===== src/hw/di_cond_pkg.sv =====
package di_cond_pkg;

	// ----------------------------------------------------------------
	// Geometry
	// ----------------------------------------------------------------
	localparam int NUM_INPUTS = 10;
	localparam int CODE_W = 7;
	localparam int FILT_W = 15;
	localparam int CLK_HZ = 50000000;
	localparam int US_PER_S = 1000000;
	localparam int CYCLES_PER_US = CLK_HZ / US_PER_S;

	// ----------------------------------------------------------------
	// Register byte addresses
	// ----------------------------------------------------------------
	localparam logic [7:0] ADDR_FUNC6 = 8'h00;
	localparam logic [7:0] ADDR_FUNC7 = 8'h04;
	localparam logic [7:0] ADDR_FUNC8 = 8'h08;
	localparam logic [7:0] ADDR_FUNC9 = 8'h0c;
	localparam logic [7:0] ADDR_FUNC10 = 8'h10;
	localparam logic [7:0] ADDR_VALID = 8'h14;
	localparam logic [7:0] ADDR_FORCE = 8'h18;
	localparam logic [7:0] ADDR_RAW = 8'h1c;
	localparam logic [7:0] ADDR_FAST_FILT = 8'h20;
	localparam logic [7:0] ADDR_SLOW_FILT = 8'h24;
	localparam logic [7:0] ADDR_POL1 = 8'h28;
	localparam logic [7:0] ADDR_POL5 = 8'h38;

	// ----------------------------------------------------------------
	// Reset values and limits
	// ----------------------------------------------------------------
	localparam logic [CODE_W-1:0] FUNC_RESET = 7'h00;
	localparam logic [CODE_W-1:0] FUNC_MAX = 7'h63;
	localparam logic [9:0] FORCE_RESET = 10'h000;
	localparam logic [FILT_W-1:0] FAST_FILT_RESET = 15'h000a;
	localparam logic [FILT_W-1:0] SLOW_FILT_RESET = 15'h03e8;
	localparam logic [FILT_W-1:0] FILT_MIN = 15'h0001;
	localparam logic [4:0] POL_RESET = 5'h00;

	// ----------------------------------------------------------------
	// Function codes
	// ----------------------------------------------------------------
	localparam logic [CODE_W-1:0] FC_CLEAR_ENCODER = 7'h0f;
	localparam logic [CODE_W-1:0] FC_HOME_SWITCH = 7'h22;
	localparam logic [CODE_W-1:0] FC_TRIG_FIXED_LEN = 7'h28;
	localparam logic [CODE_W-1:0] FC_RESET_FAULT = 7'h2a;

	localparam logic [1:0] RESP_OKAY = 2'h0;
	localparam logic [1:0] RESP_SLVERR = 2'h2;

	typedef struct packed {
		logic clear_encoder;
		logic home_switch;
		logic trig_fixed_len;
		logic reset_fault;
	} drive_actions_s;

endpackage


===== src/hw/digital_input_conditioning.sv =====
// How it works
// [RULE_01] Inputs six to ten select function 0-99
// [RULE_02] Inputs nine and ten are high-speed; code here gives fast filter to inputs six-ten with code 34 or 40
// [RULE_03] Fast filter 1-32767 us, reset 10
// [RULE_04] Codes 34 and 40 use fast filter
// [RULE_05] Slow filter 1-32767 us, reset 1000
// [RULE_06] Inputs one to five have polarity
// [RULE_07] Read-only valid-state vector, bit0 is input1
// [RULE_08] Read-only raw terminal level vector
// [RULE_09] Forced mask bit forces input ON
// [RULE_10] Function codes decode to drive actions
// [RULE_11] Output changes after level held filter time
// [RULE_12] Valid is polarity-filtered OR forced
//
// The implementer's own choices: the AXI4-Lite interface to the registers and the register offsets.
`timescale 1ns/100ps
`default_nettype none

module digital_input_conditioning
	import di_cond_pkg::*;
(
	input wire logic ref_clk,
	input wire logic reset_n,
	input wire logic [NUM_INPUTS-1:0] digital_input_n,
	input wire logic [7:0] s_axi_awaddr,
	input wire logic s_axi_awvalid,
	output logic s_axi_awready,
	input wire logic [31:0] s_axi_wdata,
	input wire logic [3:0] s_axi_wstrb,
	input wire logic s_axi_wvalid,
	output logic s_axi_wready,
	output logic [1:0] s_axi_bresp,
	output logic s_axi_bvalid,
	input wire logic s_axi_bready,
	input wire logic [7:0] s_axi_araddr,
	input wire logic s_axi_arvalid,
	output logic s_axi_arready,
	output logic [31:0] s_axi_rdata,
	output logic [1:0] s_axi_rresp,
	output logic s_axi_rvalid,
	input wire logic s_axi_rready,
	output logic [NUM_INPUTS-1:0] valid_state_vector,
	output logic [NUM_INPUTS-1:0] raw_level_vector,
	output drive_actions_s drive_actions
);

	// ----------------------------------------------------------------
	// Declarations
	// ----------------------------------------------------------------
	logic [NUM_INPUTS-1:0] sync1_reg;
	logic [NUM_INPUTS-1:0] sync2_reg;
	logic [CODE_W-1:0] func_reg [5];
	logic [NUM_INPUTS-1:0] forced_input_vector;
	logic [FILT_W-1:0] fast_filter_time;
	logic [FILT_W-1:0] slow_filter_time;
	logic [4:0] polarity_reg;
	logic [5:0] tick_cnt_reg;
	logic us_tick;
	logic [NUM_INPUTS-1:0] filtered;
	logic [NUM_INPUTS-1:0] polar;
	logic [NUM_INPUTS-1:0] valid_next;
	logic [7:0] aw_addr_reg;
	logic aw_held_reg;
	logic [31:0] w_data_reg;
	logic [3:0] w_strb_reg;
	logic w_held_reg;
	logic wr_go;
	logic wr_err;
	logic [31:0] rd_data;
	logic rd_err;

	function automatic logic [CODE_W-1:0] func_of(input int idx);
		// Inputs one to five carry no selector here
		if (idx < 5) begin
			func_of = FUNC_RESET;
		end else begin
			func_of = func_reg[idx-5];
		end
	endfunction

	function automatic logic uses_fast(input logic [CODE_W-1:0] code);
		uses_fast = (code == FC_HOME_SWITCH) || (code == FC_TRIG_FIXED_LEN); // [RULE_04]
	endfunction

	function automatic logic [FILT_W-1:0] clamp_time(input logic [31:0] d);
		if (d[FILT_W-1:0] < FILT_MIN) begin
			clamp_time = FILT_MIN;
		end else begin
			clamp_time = d[FILT_W-1:0];
		end
	endfunction

	// ----------------------------------------------------------------
	// Input synchroniser
	// ----------------------------------------------------------------
	always_ff @(posedge ref_clk or negedge reset_n) begin
		if (!reset_n) begin
			sync1_reg <= '0;
			sync2_reg <= '0;
		end else begin
			sync1_reg <= digital_input_n;
			sync2_reg <= sync1_reg;
		end
	end

	// ----------------------------------------------------------------
	// Microsecond tick
	// ----------------------------------------------------------------
	always_ff @(posedge ref_clk or negedge reset_n) begin
		if (!reset_n) begin
			tick_cnt_reg <= '0;
		end else if (tick_cnt_reg == 6'(CYCLES_PER_US - 1)) begin
			tick_cnt_reg <= '0;
		end else begin
			tick_cnt_reg <= tick_cnt_reg + 6'h01;
		end
	end

	assign us_tick = (tick_cnt_reg == 6'(CYCLES_PER_US - 1));

	// ----------------------------------------------------------------
	// Per-input filters
	// ----------------------------------------------------------------
	for (genvar i = 0; i < NUM_INPUTS; i++) begin : g_filt
		logic [FILT_W-1:0] sel_time;
		// Any of inputs six to ten takes the fast filter when its code is 34 or 40
		// A process, so a rewritten code retimes the filter at once
		always_comb begin
			if (uses_fast(func_of(i))) begin // [RULE_02]
				sel_time = fast_filter_time; // [RULE_04]
			end else begin
				sel_time = slow_filter_time; // [RULE_04]
			end
		end
		input_filter u_filt (
			.ref_clk(ref_clk),
			.reset_n(reset_n),
			.us_tick(us_tick),
			.raw_in(sync2_reg[i]),
			.filt_time(sel_time),
			.filt_out(filtered[i])
		);
	end

	// ----------------------------------------------------------------
	// Polarity and forcing
	// ----------------------------------------------------------------
	always_comb begin
		polar = filtered;
		for (int i = 0; i < 5; i++) begin
			polar[i] = polarity_reg[i] ? filtered[i] : ~filtered[i]; // [RULE_06]
		end
		valid_next = polar | forced_input_vector; // [RULE_12] [RULE_09]
	end

	always_ff @(posedge ref_clk or negedge reset_n) begin
		if (!reset_n) begin
			valid_state_vector <= '0;
			raw_level_vector <= '0;
		end else begin
			valid_state_vector <= valid_next; // [RULE_07]
			raw_level_vector <= sync2_reg; // [RULE_08]
		end
	end

	// ----------------------------------------------------------------
	// Function decode
	// ----------------------------------------------------------------
	always_ff @(posedge ref_clk or negedge reset_n) begin
		if (!reset_n) begin
			drive_actions <= '0;
		end else begin
			drive_actions <= '0;
			for (int i = 5; i < NUM_INPUTS; i++) begin
				if (valid_next[i]) begin
					case (func_reg[i-5])
						FC_CLEAR_ENCODER: drive_actions.clear_encoder <= 1'b1; // [RULE_10]
						FC_HOME_SWITCH: drive_actions.home_switch <= 1'b1;
						FC_TRIG_FIXED_LEN: drive_actions.trig_fixed_len <= 1'b1;
						FC_RESET_FAULT: drive_actions.reset_fault <= 1'b1;
						default: ;
					endcase
				end
			end
		end
	end

	// ----------------------------------------------------------------
	// Write channel
	// ----------------------------------------------------------------
	assign wr_go = aw_held_reg && w_held_reg && !s_axi_bvalid;

	always_ff @(posedge ref_clk or negedge reset_n) begin
		if (!reset_n) begin
			aw_held_reg <= 1'b0;
			aw_addr_reg <= '0;
			s_axi_awready <= 1'b0;
		end else if (s_axi_awvalid && s_axi_awready) begin
			aw_held_reg <= 1'b1;
			aw_addr_reg <= s_axi_awaddr;
			s_axi_awready <= 1'b0;
		end else if (wr_go) begin
			aw_held_reg <= 1'b0;
		end else begin
			s_axi_awready <= !aw_held_reg && !s_axi_bvalid;
		end
	end

	always_ff @(posedge ref_clk or negedge reset_n) begin
		if (!reset_n) begin
			w_held_reg <= 1'b0;
			w_data_reg <= '0;
			w_strb_reg <= '0;
			s_axi_wready <= 1'b0;
		end else if (s_axi_wvalid && s_axi_wready) begin
			w_held_reg <= 1'b1;
			w_data_reg <= s_axi_wdata;
			w_strb_reg <= s_axi_wstrb;
			s_axi_wready <= 1'b0;
		end else if (wr_go) begin
			w_held_reg <= 1'b0;
		end else begin
			s_axi_wready <= !w_held_reg && !s_axi_bvalid;
		end
	end

	always_comb begin
		if (aw_addr_reg >= ADDR_FUNC6 && aw_addr_reg <= ADDR_FUNC10) begin
			wr_err = 1'b0;
		end else if (aw_addr_reg == ADDR_FORCE || aw_addr_reg == ADDR_FAST_FILT) begin
			wr_err = 1'b0;
		end else if (aw_addr_reg == ADDR_SLOW_FILT) begin
			wr_err = 1'b0;
		end else if (aw_addr_reg >= ADDR_POL1 && aw_addr_reg <= ADDR_POL5) begin
			wr_err = 1'b0;
		end else begin
			wr_err = 1'b1;
		end
		if (aw_addr_reg[1:0] != 2'h0) begin
			wr_err = 1'b1;
		end
	end

	always_ff @(posedge ref_clk or negedge reset_n) begin
		if (!reset_n) begin
			s_axi_bvalid <= 1'b0;
			s_axi_bresp <= RESP_OKAY;
		end else if (wr_go) begin
			s_axi_bvalid <= 1'b1;
			s_axi_bresp <= wr_err ? RESP_SLVERR : RESP_OKAY;
		end else if (s_axi_bready) begin
			s_axi_bvalid <= 1'b0;
		end
	end

	// ----------------------------------------------------------------
	// Parameter registers
	// ----------------------------------------------------------------
	always_ff @(posedge ref_clk or negedge reset_n) begin
		if (!reset_n) begin
			for (int i = 0; i < 5; i++) begin
				func_reg[i] <= FUNC_RESET; // [RULE_01]
			end
			forced_input_vector <= FORCE_RESET;
			fast_filter_time <= FAST_FILT_RESET; // [RULE_03]
			slow_filter_time <= SLOW_FILT_RESET; // [RULE_05]
			polarity_reg <= POL_RESET;
		end else if (wr_go && !wr_err && w_strb_reg[0]) begin
			if (aw_addr_reg <= ADDR_FUNC10) begin
				// Out-of-range codes are ignored
				if (w_data_reg[15:0] <= 16'(FUNC_MAX)) begin
					func_reg[aw_addr_reg[4:2]] <= w_data_reg[CODE_W-1:0]; // [RULE_01]
				end
			end else if (aw_addr_reg == ADDR_FORCE) begin
				if (w_strb_reg[1]) begin
					forced_input_vector <= w_data_reg[9:0]; // [RULE_09]
				end
			end else if (aw_addr_reg == ADDR_FAST_FILT) begin
				if (w_strb_reg[1]) begin
					fast_filter_time <= clamp_time(w_data_reg); // [RULE_03]
				end
			end else if (aw_addr_reg == ADDR_SLOW_FILT) begin
				if (w_strb_reg[1]) begin
					slow_filter_time <= clamp_time(w_data_reg); // [RULE_05]
				end
			end else begin
				polarity_reg[3'(aw_addr_reg[5:2] - 4'ha)] <= w_data_reg[0]; // [RULE_06]
			end
		end
	end

	// ----------------------------------------------------------------
	// Read channel
	// ----------------------------------------------------------------
	always_comb begin
		rd_data = '0;
		rd_err = 1'b0;
		if (s_axi_araddr >= ADDR_FUNC6 && s_axi_araddr <= ADDR_FUNC10) begin
			rd_data[CODE_W-1:0] = func_reg[s_axi_araddr[4:2]];
		end else if (s_axi_araddr == ADDR_VALID) begin
			rd_data[9:0] = valid_state_vector; // [RULE_07]
		end else if (s_axi_araddr == ADDR_FORCE) begin
			rd_data[9:0] = forced_input_vector;
		end else if (s_axi_araddr == ADDR_RAW) begin
			rd_data[9:0] = raw_level_vector; // [RULE_08]
		end else if (s_axi_araddr == ADDR_FAST_FILT) begin
			rd_data[FILT_W-1:0] = fast_filter_time;
		end else if (s_axi_araddr == ADDR_SLOW_FILT) begin
			rd_data[FILT_W-1:0] = slow_filter_time;
		end else if (s_axi_araddr >= ADDR_POL1 && s_axi_araddr <= ADDR_POL5) begin
			rd_data[0] = polarity_reg[3'(s_axi_araddr[5:2] - 4'ha)];
		end else begin
			rd_err = 1'b1;
		end
		if (s_axi_araddr[1:0] != 2'h0) begin
			rd_err = 1'b1;
			rd_data = '0;
		end
	end

	always_ff @(posedge ref_clk or negedge reset_n) begin
		if (!reset_n) begin
			s_axi_arready <= 1'b0;
			s_axi_rvalid <= 1'b0;
			s_axi_rdata <= '0;
			s_axi_rresp <= RESP_OKAY;
		end else if (s_axi_arvalid && s_axi_arready) begin
			s_axi_arready <= 1'b0;
			s_axi_rvalid <= 1'b1;
			s_axi_rdata <= rd_data;
			s_axi_rresp <= rd_err ? RESP_SLVERR : RESP_OKAY;
		end else if (s_axi_rvalid) begin
			if (s_axi_rready) begin
				s_axi_rvalid <= 1'b0;
			end
		end else begin
			s_axi_arready <= 1'b1;
		end
	end

endmodule

`default_nettype wire


===== src/hw/input_filter.sv =====
`timescale 1ns/100ps
`default_nettype none

module input_filter
	import di_cond_pkg::*;
#(
	parameter int TICK_DIV = CYCLES_PER_US
) (
	input wire logic ref_clk,
	input wire logic reset_n,
	input wire logic us_tick,
	input wire logic raw_in,
	input wire logic [FILT_W-1:0] filt_time,
	output logic filt_out
);

	logic [FILT_W-1:0] count_reg;

	// ----------------------------------------------------------------
	// Hold-time qualification
	// ----------------------------------------------------------------
	always_ff @(posedge ref_clk or negedge reset_n) begin
		if (!reset_n) begin
			count_reg <= '0;
			filt_out <= 1'b0;
		end else if (raw_in == filt_out) begin
			count_reg <= '0; // [RULE_11]
		end else if (us_tick) begin
			if (count_reg + FILT_MIN >= filt_time) begin
				filt_out <= raw_in; // [RULE_11]
				count_reg <= '0;
			end else begin
				count_reg <= count_reg + FILT_MIN;
			end
		end
	end

endmodule

`default_nettype wire


===== config.mk =====
export PLATFORM = sky130hd
export DESIGN_NAME = digital_input_conditioning
export DESIGN_NICKNAME = d
export VERILOG_FILES = /design/src/hw/di_cond_pkg.sv /design/src/hw/digital_input_conditioning.sv /design/src/hw/input_filter.sv
export SDC_FILE = /design/constraint.sdc
export NUM_CORES = 1
export LEC_CHECK = 0
export BUFFER_PORTS_ARGS = -buffer_cell sky130_fd_sc_hd__buf_2
export CAP_MARGIN = 15
export CORE_AREA = 2 2 210 212
export CTS_BUF_LIST = sky130_fd_sc_hd__clkbuf_8
export DETAILED_ROUTE_END_ITERATION = 7
export DIE_AREA = 0 0 212 214
export GPL_TIMING_DRIVEN = 0
export PLACE_DENSITY = 0.67
export SYNTH_ARGS = -nofsm -noshare
export SYNTH_HDL_FRONTEND = slang
export SYNTH_HIERARCHICAL = 1
export SYNTH_SLANG_ARGS = --single-unit

===== constraint.sdc =====
create_clock -name ref_clk -period 7 [get_ports ref_clk]
set_clock_uncertainty 0.05 [all_clocks]
set_input_delay 1.4 -clock ref_clk [delete_from_list [all_inputs] [get_ports ref_clk]]
set_output_delay 1.4 -clock ref_clk [all_outputs]
set_load 0.01 [all_outputs]

Word level (Yosys, flattened, before mapping)
Index checks and enable logic that the tools add are counted.

word-level totals
  register bits after elaboration = 359
  bits of input ports = 69
  output and inout port bits = 65
  logic and storage cells = 329

cells by class
  $add $sub $neg = 13
  order comparisons = 26
  eq/ne operators = 42
  muxes and demuxes = 120
  bitwise gates (word level) = 22
  reduce and logical (&&, ||, !) cells = 55

operators with widths
  cell                                                             count
  two-way mux 15 bit                                               38
  adder 15 x 1 -> 15 bit, second input constant                    10
  >= comparator 15 bit                                             10
  == test 7 x 6 -> 1 bit, second input constant                    15
  two-way mux 1 bit                                                56
  bitwise mux 35 bit                                               1
  == test 7 x 4 -> 1 bit, second input constant                    5
  AND reduction 3 bit                                              11
  == test 8 x 5 -> 1 bit, second input constant                    4
  == test 8 x 6 -> 1 bit, second input constant                    4
  two-way mux 10 bit                                               3
  nonzero test 2 bit                                               15
  two-way mux 7 bit                                                4
  binary-select mux 7 bit (select 3 bit)                           1
  demux 7 bit (select 3 bit)                                       1
  two-way mux 4 bit                                                5
  NOT 1 bit                                                        19
  >= comparator 8 x 1 -> 1 bit, second input constant              2
  >= comparator 8 x 6 -> 1 bit, second input constant              2
  less-or-equal comparator 16 x 7 -> 1 bit, second input constant  1
  less-or-equal comparator 8 x 5 -> 1 bit, second input constant   2
  less-or-equal comparator 8 x 6 -> 1 bit, second input constant   2
  logical AND 1 bit                                                15
  < comparator 15 x 1 -> 1 bit, second input constant              1
  24 further kinds                                                 51

Depth between registers and ports, before layout
  depth in word-level cells = 12
  gate-level depth with buffers = 13

Cells and area by module
Netlist, hierarchy kept.

by module, submodules not included
  module                      times used  cells an instance  area each (um^2)
  input_filter                10          141                1243.7
  digital_input_conditioning  1           732                8879.8

Worst setup path before layout
No wires, ideal clock.

  kind = register to register
  start = register func_reg[6] (netlist name)
  end = register g_filt[9].u_filt.filt_out
  data arrival time = 3170 ps
  required time = 6822 ps
  setup slack = 3652 ps
  stages on the path, launching flop included = 13
  buffers on the path = 1
  clock period less this slack = 3348 ps
  cell sequence = dfrtp_1 nor4_1 nand2_1 nor2_1 clkbuf_1 mux2_2 ha_1 nand2b_1 a211oi_1 o311a_1 o211ai_2 nand2_1 mux2_1

on the way
  longest elaborated chain between the ends = 5
  elaborated cells on any way between the ends = 6
  those cells by class = order compare: 1; eq/ne: 2; mux: 1; reduce/logical: 2

RTL lines
  what                               line                               source
  from (decl)                        digital_input_conditioning.sv:52   logic [CODE_W-1:0] func_reg [5];
  from (signal, indexed assignment)  digital_input_conditioning.sv:272  func_reg[aw_addr_reg[4:2]] <= w_data_reg[CODE_W-1:0];
  == test 7 x 6 -> 1 bit             digital_input_conditioning.sv:82   uses_fast = (code == FC_HOME_SWITCH) || (code == FC_TRIG_FIXED_LEN);
  logical OR 1 bit (*)               digital_input_conditioning.sv:82
  two-way mux 15 bit (*)             digital_input_conditioning.sv:129  if (uses_fast(func_of(i))) begin
  named net g_filt[9].sel_time[0]    digital_input_conditioning.sv:125  logic [FILT_W-1:0] sel_time;
  >= comparator 15 bit (*)           input_filter.sv:29                 if (count_reg + FILT_MIN >= filt_time) begin
  AND reduction 3 bit (no line) (*)  n/a
  to (signal assigned)               input_filter.sv:30                 filt_out <= raw_in;
  to (decl)                          input_filter.sv:14                 output logic filt_out

Mark *: on every way through the listed nets, which the timed path passes. The rest lies on a longest branch.
A chain may end at the register's enable or synchronous reset.

Final worst setup path
  start = register func_reg[13] (netlist name)
  end = register g_filt[8].u_filt.count_reg[11]

on the way
  longest elaborated chain between the ends = 7
  elaborated cells on any way between the ends = 8
  those cells by class = order compare: 1; eq/ne: 2; mux: 4; reduce/logical: 1

RTL lines
  what                             line                               source
  == test 7 x 6 -> 1 bit           digital_input_conditioning.sv:82
  logical OR 1 bit (*)             digital_input_conditioning.sv:82
  two-way mux 15 bit (*)           digital_input_conditioning.sv:129
  named net g_filt[8].sel_time[0]  digital_input_conditioning.sv:125
  >= comparator 15 bit (*)         input_filter.sv:29
  two-way mux 15 bit (*)           input_filter.sv:29
  two-way mux 15 bit (*)           input_filter.sv:28                 end else if (us_tick) begin
  two-way mux 15 bit (*)           input_filter.sv:26                 end else if (raw_in == filt_out) begin
  to (signal assigned)             input_filter.sv:33                 count_reg <= count_reg + FILT_MIN;
  to (decl)                        input_filter.sv:17                 logic [FILT_W-1:0] count_reg;

Mark *: on every way through the listed nets, which the timed path passes. The rest lies on a longest branch. The select of a mux whose other input is x is not followed.

==> metrics.txt <==
# TYPE chip_impl_metric gauge
chip_impl_info{name="synth_top_family_by_area",value="simple AND/OR/NAND/NOR gates"} 1
chip_impl_metric{name="layout_worst_path_cycle_share",unit="%"} 58.8
chip_impl_metric{name="yosys-mux-area-fraction",unit="%"} 11.8
chip_impl_metric{name="power.static_leakage",unit="nW"} 11.6
chip_impl_metric{name="seq_power_share",unit="%"} 44.7
chip_impl_metric{name="io_pins",unit=""} 134
chip_impl_info{name="worst_r2r_startpoint",value="func_reg[13]"} 1
chip_impl_metric{name="setup_viol",unit=""} 0
chip_impl_metric{name="place.gp.congestion",unit=""} 0.930
chip_impl_info{name="postSynth.topFlopCell",value="sky130_fd_sc_hd__dfrtp_1"} 1
chip_impl_metric{name="largest_register_ffs",unit=""} 150
chip_impl_metric{name="clk_latency",unit="ns"} 0.69
chip_impl_metric{name="quantity_of_hold_fixing_buffers_added_after_cts",unit=""} 0
chip_impl_metric{name="detail_route.vias_per_cell",unit=""} 5.65
chip_impl_metric{name="route.final.wire_length",unit="um"} 58000
chip_impl_info{name="startpoint_type",value="flip-flop"} 1
chip_impl_metric{name="maxClockFrequency",unit="GHz"} 0.243
chip_impl_metric{name="grt-ovfl-total",unit=""} 0
chip_impl_metric{name="synth-simple-area-share",unit="%"} 16.8
chip_impl_metric{name="chipHeight",unit="um"} 214
chip_impl_metric{name="synthAdderAreaFrac",unit="%"} 9.63
chip_impl_metric{name="min_period",unit="ns"} 4.12
chip_impl_metric{name="placementRows",unit=""} 76
chip_impl_metric{name="placeableCoreArea",unit="um2"} 42900
chip_impl_metric{name="synthesis.yosys.warnings",unit=""} 6
chip_impl_metric{name="detailedRoute.firstIterationViolations",unit=""} 1201
chip_impl_metric{name="finalNetCount",unit=""} 2554
chip_impl_metric{name="synthDistinctLibCells",unit=""} 66
chip_impl_info{name="critPathTopFamily",value="simple AND/OR/NAND/NOR gates"} 1
chip_impl_metric{name="netlist_area",unit="um2"} 21300
chip_impl_metric{name="drc",unit=""} 0
chip_impl_metric{name="detailroute.via_count",unit=""} 16685
chip_impl_metric{name="cap_violations",unit=""} 0
chip_impl_metric{name="p_clk_share",unit="%"} 38.3
chip_impl_info{name="grt_setup_unrepaired",value="no"} 1
chip_impl_metric{name="power_frac_comb",unit="%"} 17.0
chip_impl_metric{name="multiInputGateArea",unit="um2"} 11900
chip_impl_metric{name="netlist_instances",unit=""} 2142
chip_impl_metric{name="final-max-slew-violation-count",unit=""} 0
chip_impl_metric{name="drtPass1Iterations",unit=""} 7
chip_impl_metric{name="yosys_register_bits",unit=""} 340
chip_impl_metric{name="postRouteAntennaNets",unit=""} 0
chip_impl_metric{name="cts_inserted_buffers",unit=""} 60
chip_impl_metric{name="clk_path_buf_depth",unit=""} 3
chip_impl_metric{name="net_switching_power_of_the_design",unit="mW"} 1.53
chip_impl_metric{name="delay_of_the_slowest_critical_path_stage",unit="ns"} 0.52
chip_impl_metric{name="final_cell_count_no_fill",unit=""} 2954
chip_impl_metric{name="avgRoutedWirePerCell",unit="um"} 19.6
chip_impl_metric{name="slew_headroom",unit="%"} 28.9
chip_impl_metric{name="initial_antenna_violation_count",unit=""} 1
chip_impl_info{name="root_buffer_master",value="sky130_fd_sc_hd__clkbuf_8"} 1
chip_impl_metric{name="path_buf_inv",unit=""} 1
chip_impl_info{name="status",value="complete, no violations"} 1
chip_impl_metric{name="gr-usage-all-layers",unit="%"} 25.9
chip_impl_metric{name="cts_max_level",unit=""} 2
chip_impl_metric{name="critPathMaxFanout",unit=""} 10
chip_impl_metric{name="totalNegativeSetupSlack",unit="ns"} 0
chip_impl_info{name="worstSetupPathType",value="flip-flop to flip-flop"} 1
chip_impl_metric{name="cts.clk_slew.worst_paths",unit="ns"} 0.06
chip_impl_metric{name="layout-drive-gt1-share",unit="%"} 19.4
chip_impl_metric{name="sequential_cell_area",unit="um2"} 8520
chip_impl_info{name="path_cells",value="nor4_1 -> nand2_1 -> nor2_1 -> clkbuf_1 -> mux2_2 -> ha_1 -> nand2b_1 -> a211oi_1 -> o311a_1 -> o211ai_2 -> nor2_2 -> a22o_1"} 1
chip_impl_metric{name="post_synth_xor_area_fraction",unit="%"} 5.88
chip_impl_metric{name="cts.repair.resized",unit=""} 0
chip_impl_metric{name="vdd_ir_drop_max",unit="mV"} 0.126
chip_impl_info{name="setup.worst_path.end_class",value="flip-flop"} 1
chip_impl_metric{name="floorplan.die.width",unit="um"} 212
chip_impl_metric{name="pin_count_of_the_biggest_net_entering_global_routing",unit=""} 103
chip_impl_metric{name="num-fill-cells",unit=""} 3746
chip_impl_metric{name="final_util",unit="%"} 55.9
chip_impl_info{name="min-delay-path-class",value="flip-flop to flip-flop"} 1
chip_impl_metric{name="worst_reg2reg_setup_slack",unit="ns"} 2.88
chip_impl_metric{name="worstHoldPathCells",unit=""} 0
chip_impl_metric{name="power_report.internal_total",unit="mW"} 3.48
chip_impl_metric{name="wire_length_of_the_first_global_routing_pass",unit="um"} 91600
chip_impl_info{name="cp_max_stage_cell",value="sky130_fd_sc_hd__clkbuf_1"} 1
chip_impl_metric{name="timing.final.hold_violations",unit=""} 0
chip_impl_metric{name="synth-compound-area-share",unit="%"} 11.3
chip_impl_metric{name="area.growth.synth_to_final",unit="%"} 12.5
chip_impl_metric{name="postSynth.asyncResetShare",unit="%"} 100
chip_impl_metric{name="cellPowerDensity",unit="nW/um2"} 209
chip_impl_metric{name="floorplan.initialDensity",unit="%"} 49.7
chip_impl_metric{name="synth_edf_count",unit=""} 0
chip_impl_metric{name="measured_slew_at_the_worst_slew_check_pin",unit="ns"} 1.06
chip_impl_metric{name="floorplan.die_area",unit="um2"} 45400
chip_impl_metric{name="clock_sinks",unit=""} 340
chip_impl_metric{name="r2r.worst_path.cells",unit=""} 12
chip_impl_metric{name="sw_frac_of_total",unit="%"} 30.6
chip_impl_metric{name="synth_area_per_cell",unit="um2"} 9.95
chip_impl_info{name="cts_tree",value="done"} 1
chip_impl_info{name="hold_path_startpoint",value="sync1_reg[1]"} 1
chip_impl_metric{name="ys_seq_area_share",unit="%"} 40.0
chip_impl_metric{name="first_global_vias",unit=""} 16731
chip_impl_metric{name="placed_cells",unit=""} 2844
chip_impl_info{name="rr_endpoint",value="g_filt[8].u_filt/count_reg[11]"} 1
chip_impl_metric{name="cts.repair_timing.setup_buffer_count",unit=""} 0
chip_impl_metric{name="numPortBuffers",unit=""} 95
chip_impl_metric{name="worstPathRequired",unit="ns"} 7.56
chip_impl_metric{name="worstPathArrival",unit="ns"} 4.67
chip_impl_metric{name="place_hpwl",unit="um"} 41300
chip_impl_info{name="worst_hold_path.endpoint",value="sync2_reg[1]"} 1
## routing by layer
layer | global-route usage (%) | wire length [um] | part of all wire (%)
met4 | 11.0 | 2080 | 3.6
met5 | 0 | 0 | 0
met3 | 3.87 | 3360 | 5.8
met1 | 35.3 | 25700 | 44
met2 | 41.0 | 26900 | 46
## power groups by stage
stage               clock [mW]  sequential, mW  combinational (mW)
finish                    1.92            2.24               0.852
global route              2.05            2.25               0.930
CTS                       1.97            2.24               0.851
detailed placement           0            2.27               0.845
global placement             0            2.26               0.817
floorplan                    0            2.21               0.569
## cell type report
class,instances,area share [%]
antenna,3,0.0313
buffer,71,1.49
clock buffer,80,4.59
clock inverter,27,0.621
inverter,169,2.65
multi-input combinational,1580,49.6
sequential,340,35.5
tap,585,3.05
timing repair buffer,99,2.48
## placed cells by master (no fill, tap or decap), types with 17 or more instances in the layout
cell and instances:
sky130_fd_sc_hd__dfrtp_1 332, sky130_fd_sc_hd__nand2_1 264, sky130_fd_sc_hd__mux2_2 189, sky130_fd_sc_hd__inv_1 188, sky130_fd_sc_hd__ha_1 164, sky130_fd_sc_hd__xnor2_1 115
sky130_fd_sc_hd__buf_2 107, sky130_fd_sc_hd__nand2b_1 88, sky130_fd_sc_hd__nor2_1 84, sky130_fd_sc_hd__clkbuf_8 80, sky130_fd_sc_hd__nand3_1 75, sky130_fd_sc_hd__a22o_1 71
sky130_fd_sc_hd__nand4_1 53, sky130_fd_sc_hd__a21o_1 42, sky130_fd_sc_hd__a21oi_1 42, sky130_fd_sc_hd__o21ai_0 38, sky130_fd_sc_hd__clkbuf_1 35, sky130_fd_sc_hd__and2_1 31
sky130_fd_sc_hd__xor2_1 28, sky130_fd_sc_hd__mux2i_1 28, sky130_fd_sc_hd__nor3_1 23, sky130_fd_sc_hd__a211oi_1 22, sky130_fd_sc_hd__and3_1 21, sky130_fd_sc_hd__buf_4 20
sky130_fd_sc_hd__conb_1 19, sky130_fd_sc_hd__nor2b_1 17
## cells by family (layout without fill, tap and decap cells)
family,after synthesis,in the layout
xor+xnor,143,143
flops,340,340
simple gates,717,717
buf+inv,240,446
fa+ha+maj,164,164
mux,227,227
other cells,1,22
compound gates,310,310
## stage by stage
stage	total power [mW]	hold slack (ns)	area [um2]	setup slack, ns
floorplan	2.78	0.281	21400	3.65
global placement	3.08	0.284	22600	-2.18
detailed placement	3.12	0.285	22700	3.01
CTS	5.06	0.288	24000	2.92
global route	5.23	0.303	24000	2.66
finish	5.02	0.285	24000	2.88
## Yosys cell counts, types with 10 or more instances
master	number	area, um2
sky130_fd_sc_hd__a22o_1	71	622
sky130_fd_sc_hd__o2111ai_2	10	150
sky130_fd_sc_hd__a211oi_1	22	165
sky130_fd_sc_hd__and3_1	21	131
sky130_fd_sc_hd__o311a_1	10	100
sky130_fd_sc_hd__xnor2_1	115	1010
sky130_fd_sc_hd__a21oi_1	42	210
sky130_fd_sc_hd__nand2b_1	88	551
sky130_fd_sc_hd__buf_4	20	150
sky130_fd_sc_hd__nand2_1	264	991
sky130_fd_sc_hd__o211ai_2	10	125
sky130_fd_sc_hd__ha_1	164	2050
sky130_fd_sc_hd__and2_1	31	194
sky130_fd_sc_hd__a221o_1	10	100
sky130_fd_sc_hd__nor2_2	10	62.6
sky130_fd_sc_hd__o21ai_0	38	190
sky130_fd_sc_hd__o21bai_1	10	75.1
sky130_fd_sc_hd__mux2_1	10	113
sky130_fd_sc_hd__mux2i_1	28	280
sky130_fd_sc_hd__and2_0	10	62.6
sky130_fd_sc_hd__nor2_1	85	319
sky130_fd_sc_hd__nand3_1	75	375
sky130_fd_sc_hd__buf_2	13	65.1
sky130_fd_sc_hd__nor3_1	23	115
sky130_fd_sc_hd__inv_1	169	634
sky130_fd_sc_hd__nand4_1	53	332
sky130_fd_sc_hd__dfrtp_1	332	8310
sky130_fd_sc_hd__mux2_2	189	2130
sky130_fd_sc_hd__xor2_1	28	245
sky130_fd_sc_hd__clkbuf_1	35	131
sky130_fd_sc_hd__a21o_1	42	315
sky130_fd_sc_hd__nor2b_1	17	106
## worst max path at each step
stage          cells past startpoint         start                        endpoint
6_report                          12  func_reg[13]  g_filt[8].u_filt/count_reg[11]
5_1_grt                           13   func_reg[0]   g_filt[9].u_filt/count_reg[5]
4_1_cts                           12  func_reg[13]  g_filt[8].u_filt/count_reg[11]
3_5_place_dp                      12   func_reg[0]   g_filt[9].u_filt/count_reg[1]
3_3_place_gp                       1       reset_n  g_filt[9].u_filt/count_reg[11]
2_1_floorplan                     12   func_reg[6]       g_filt[9].u_filt/filt_out
Power figures use the tool's default switching activity.
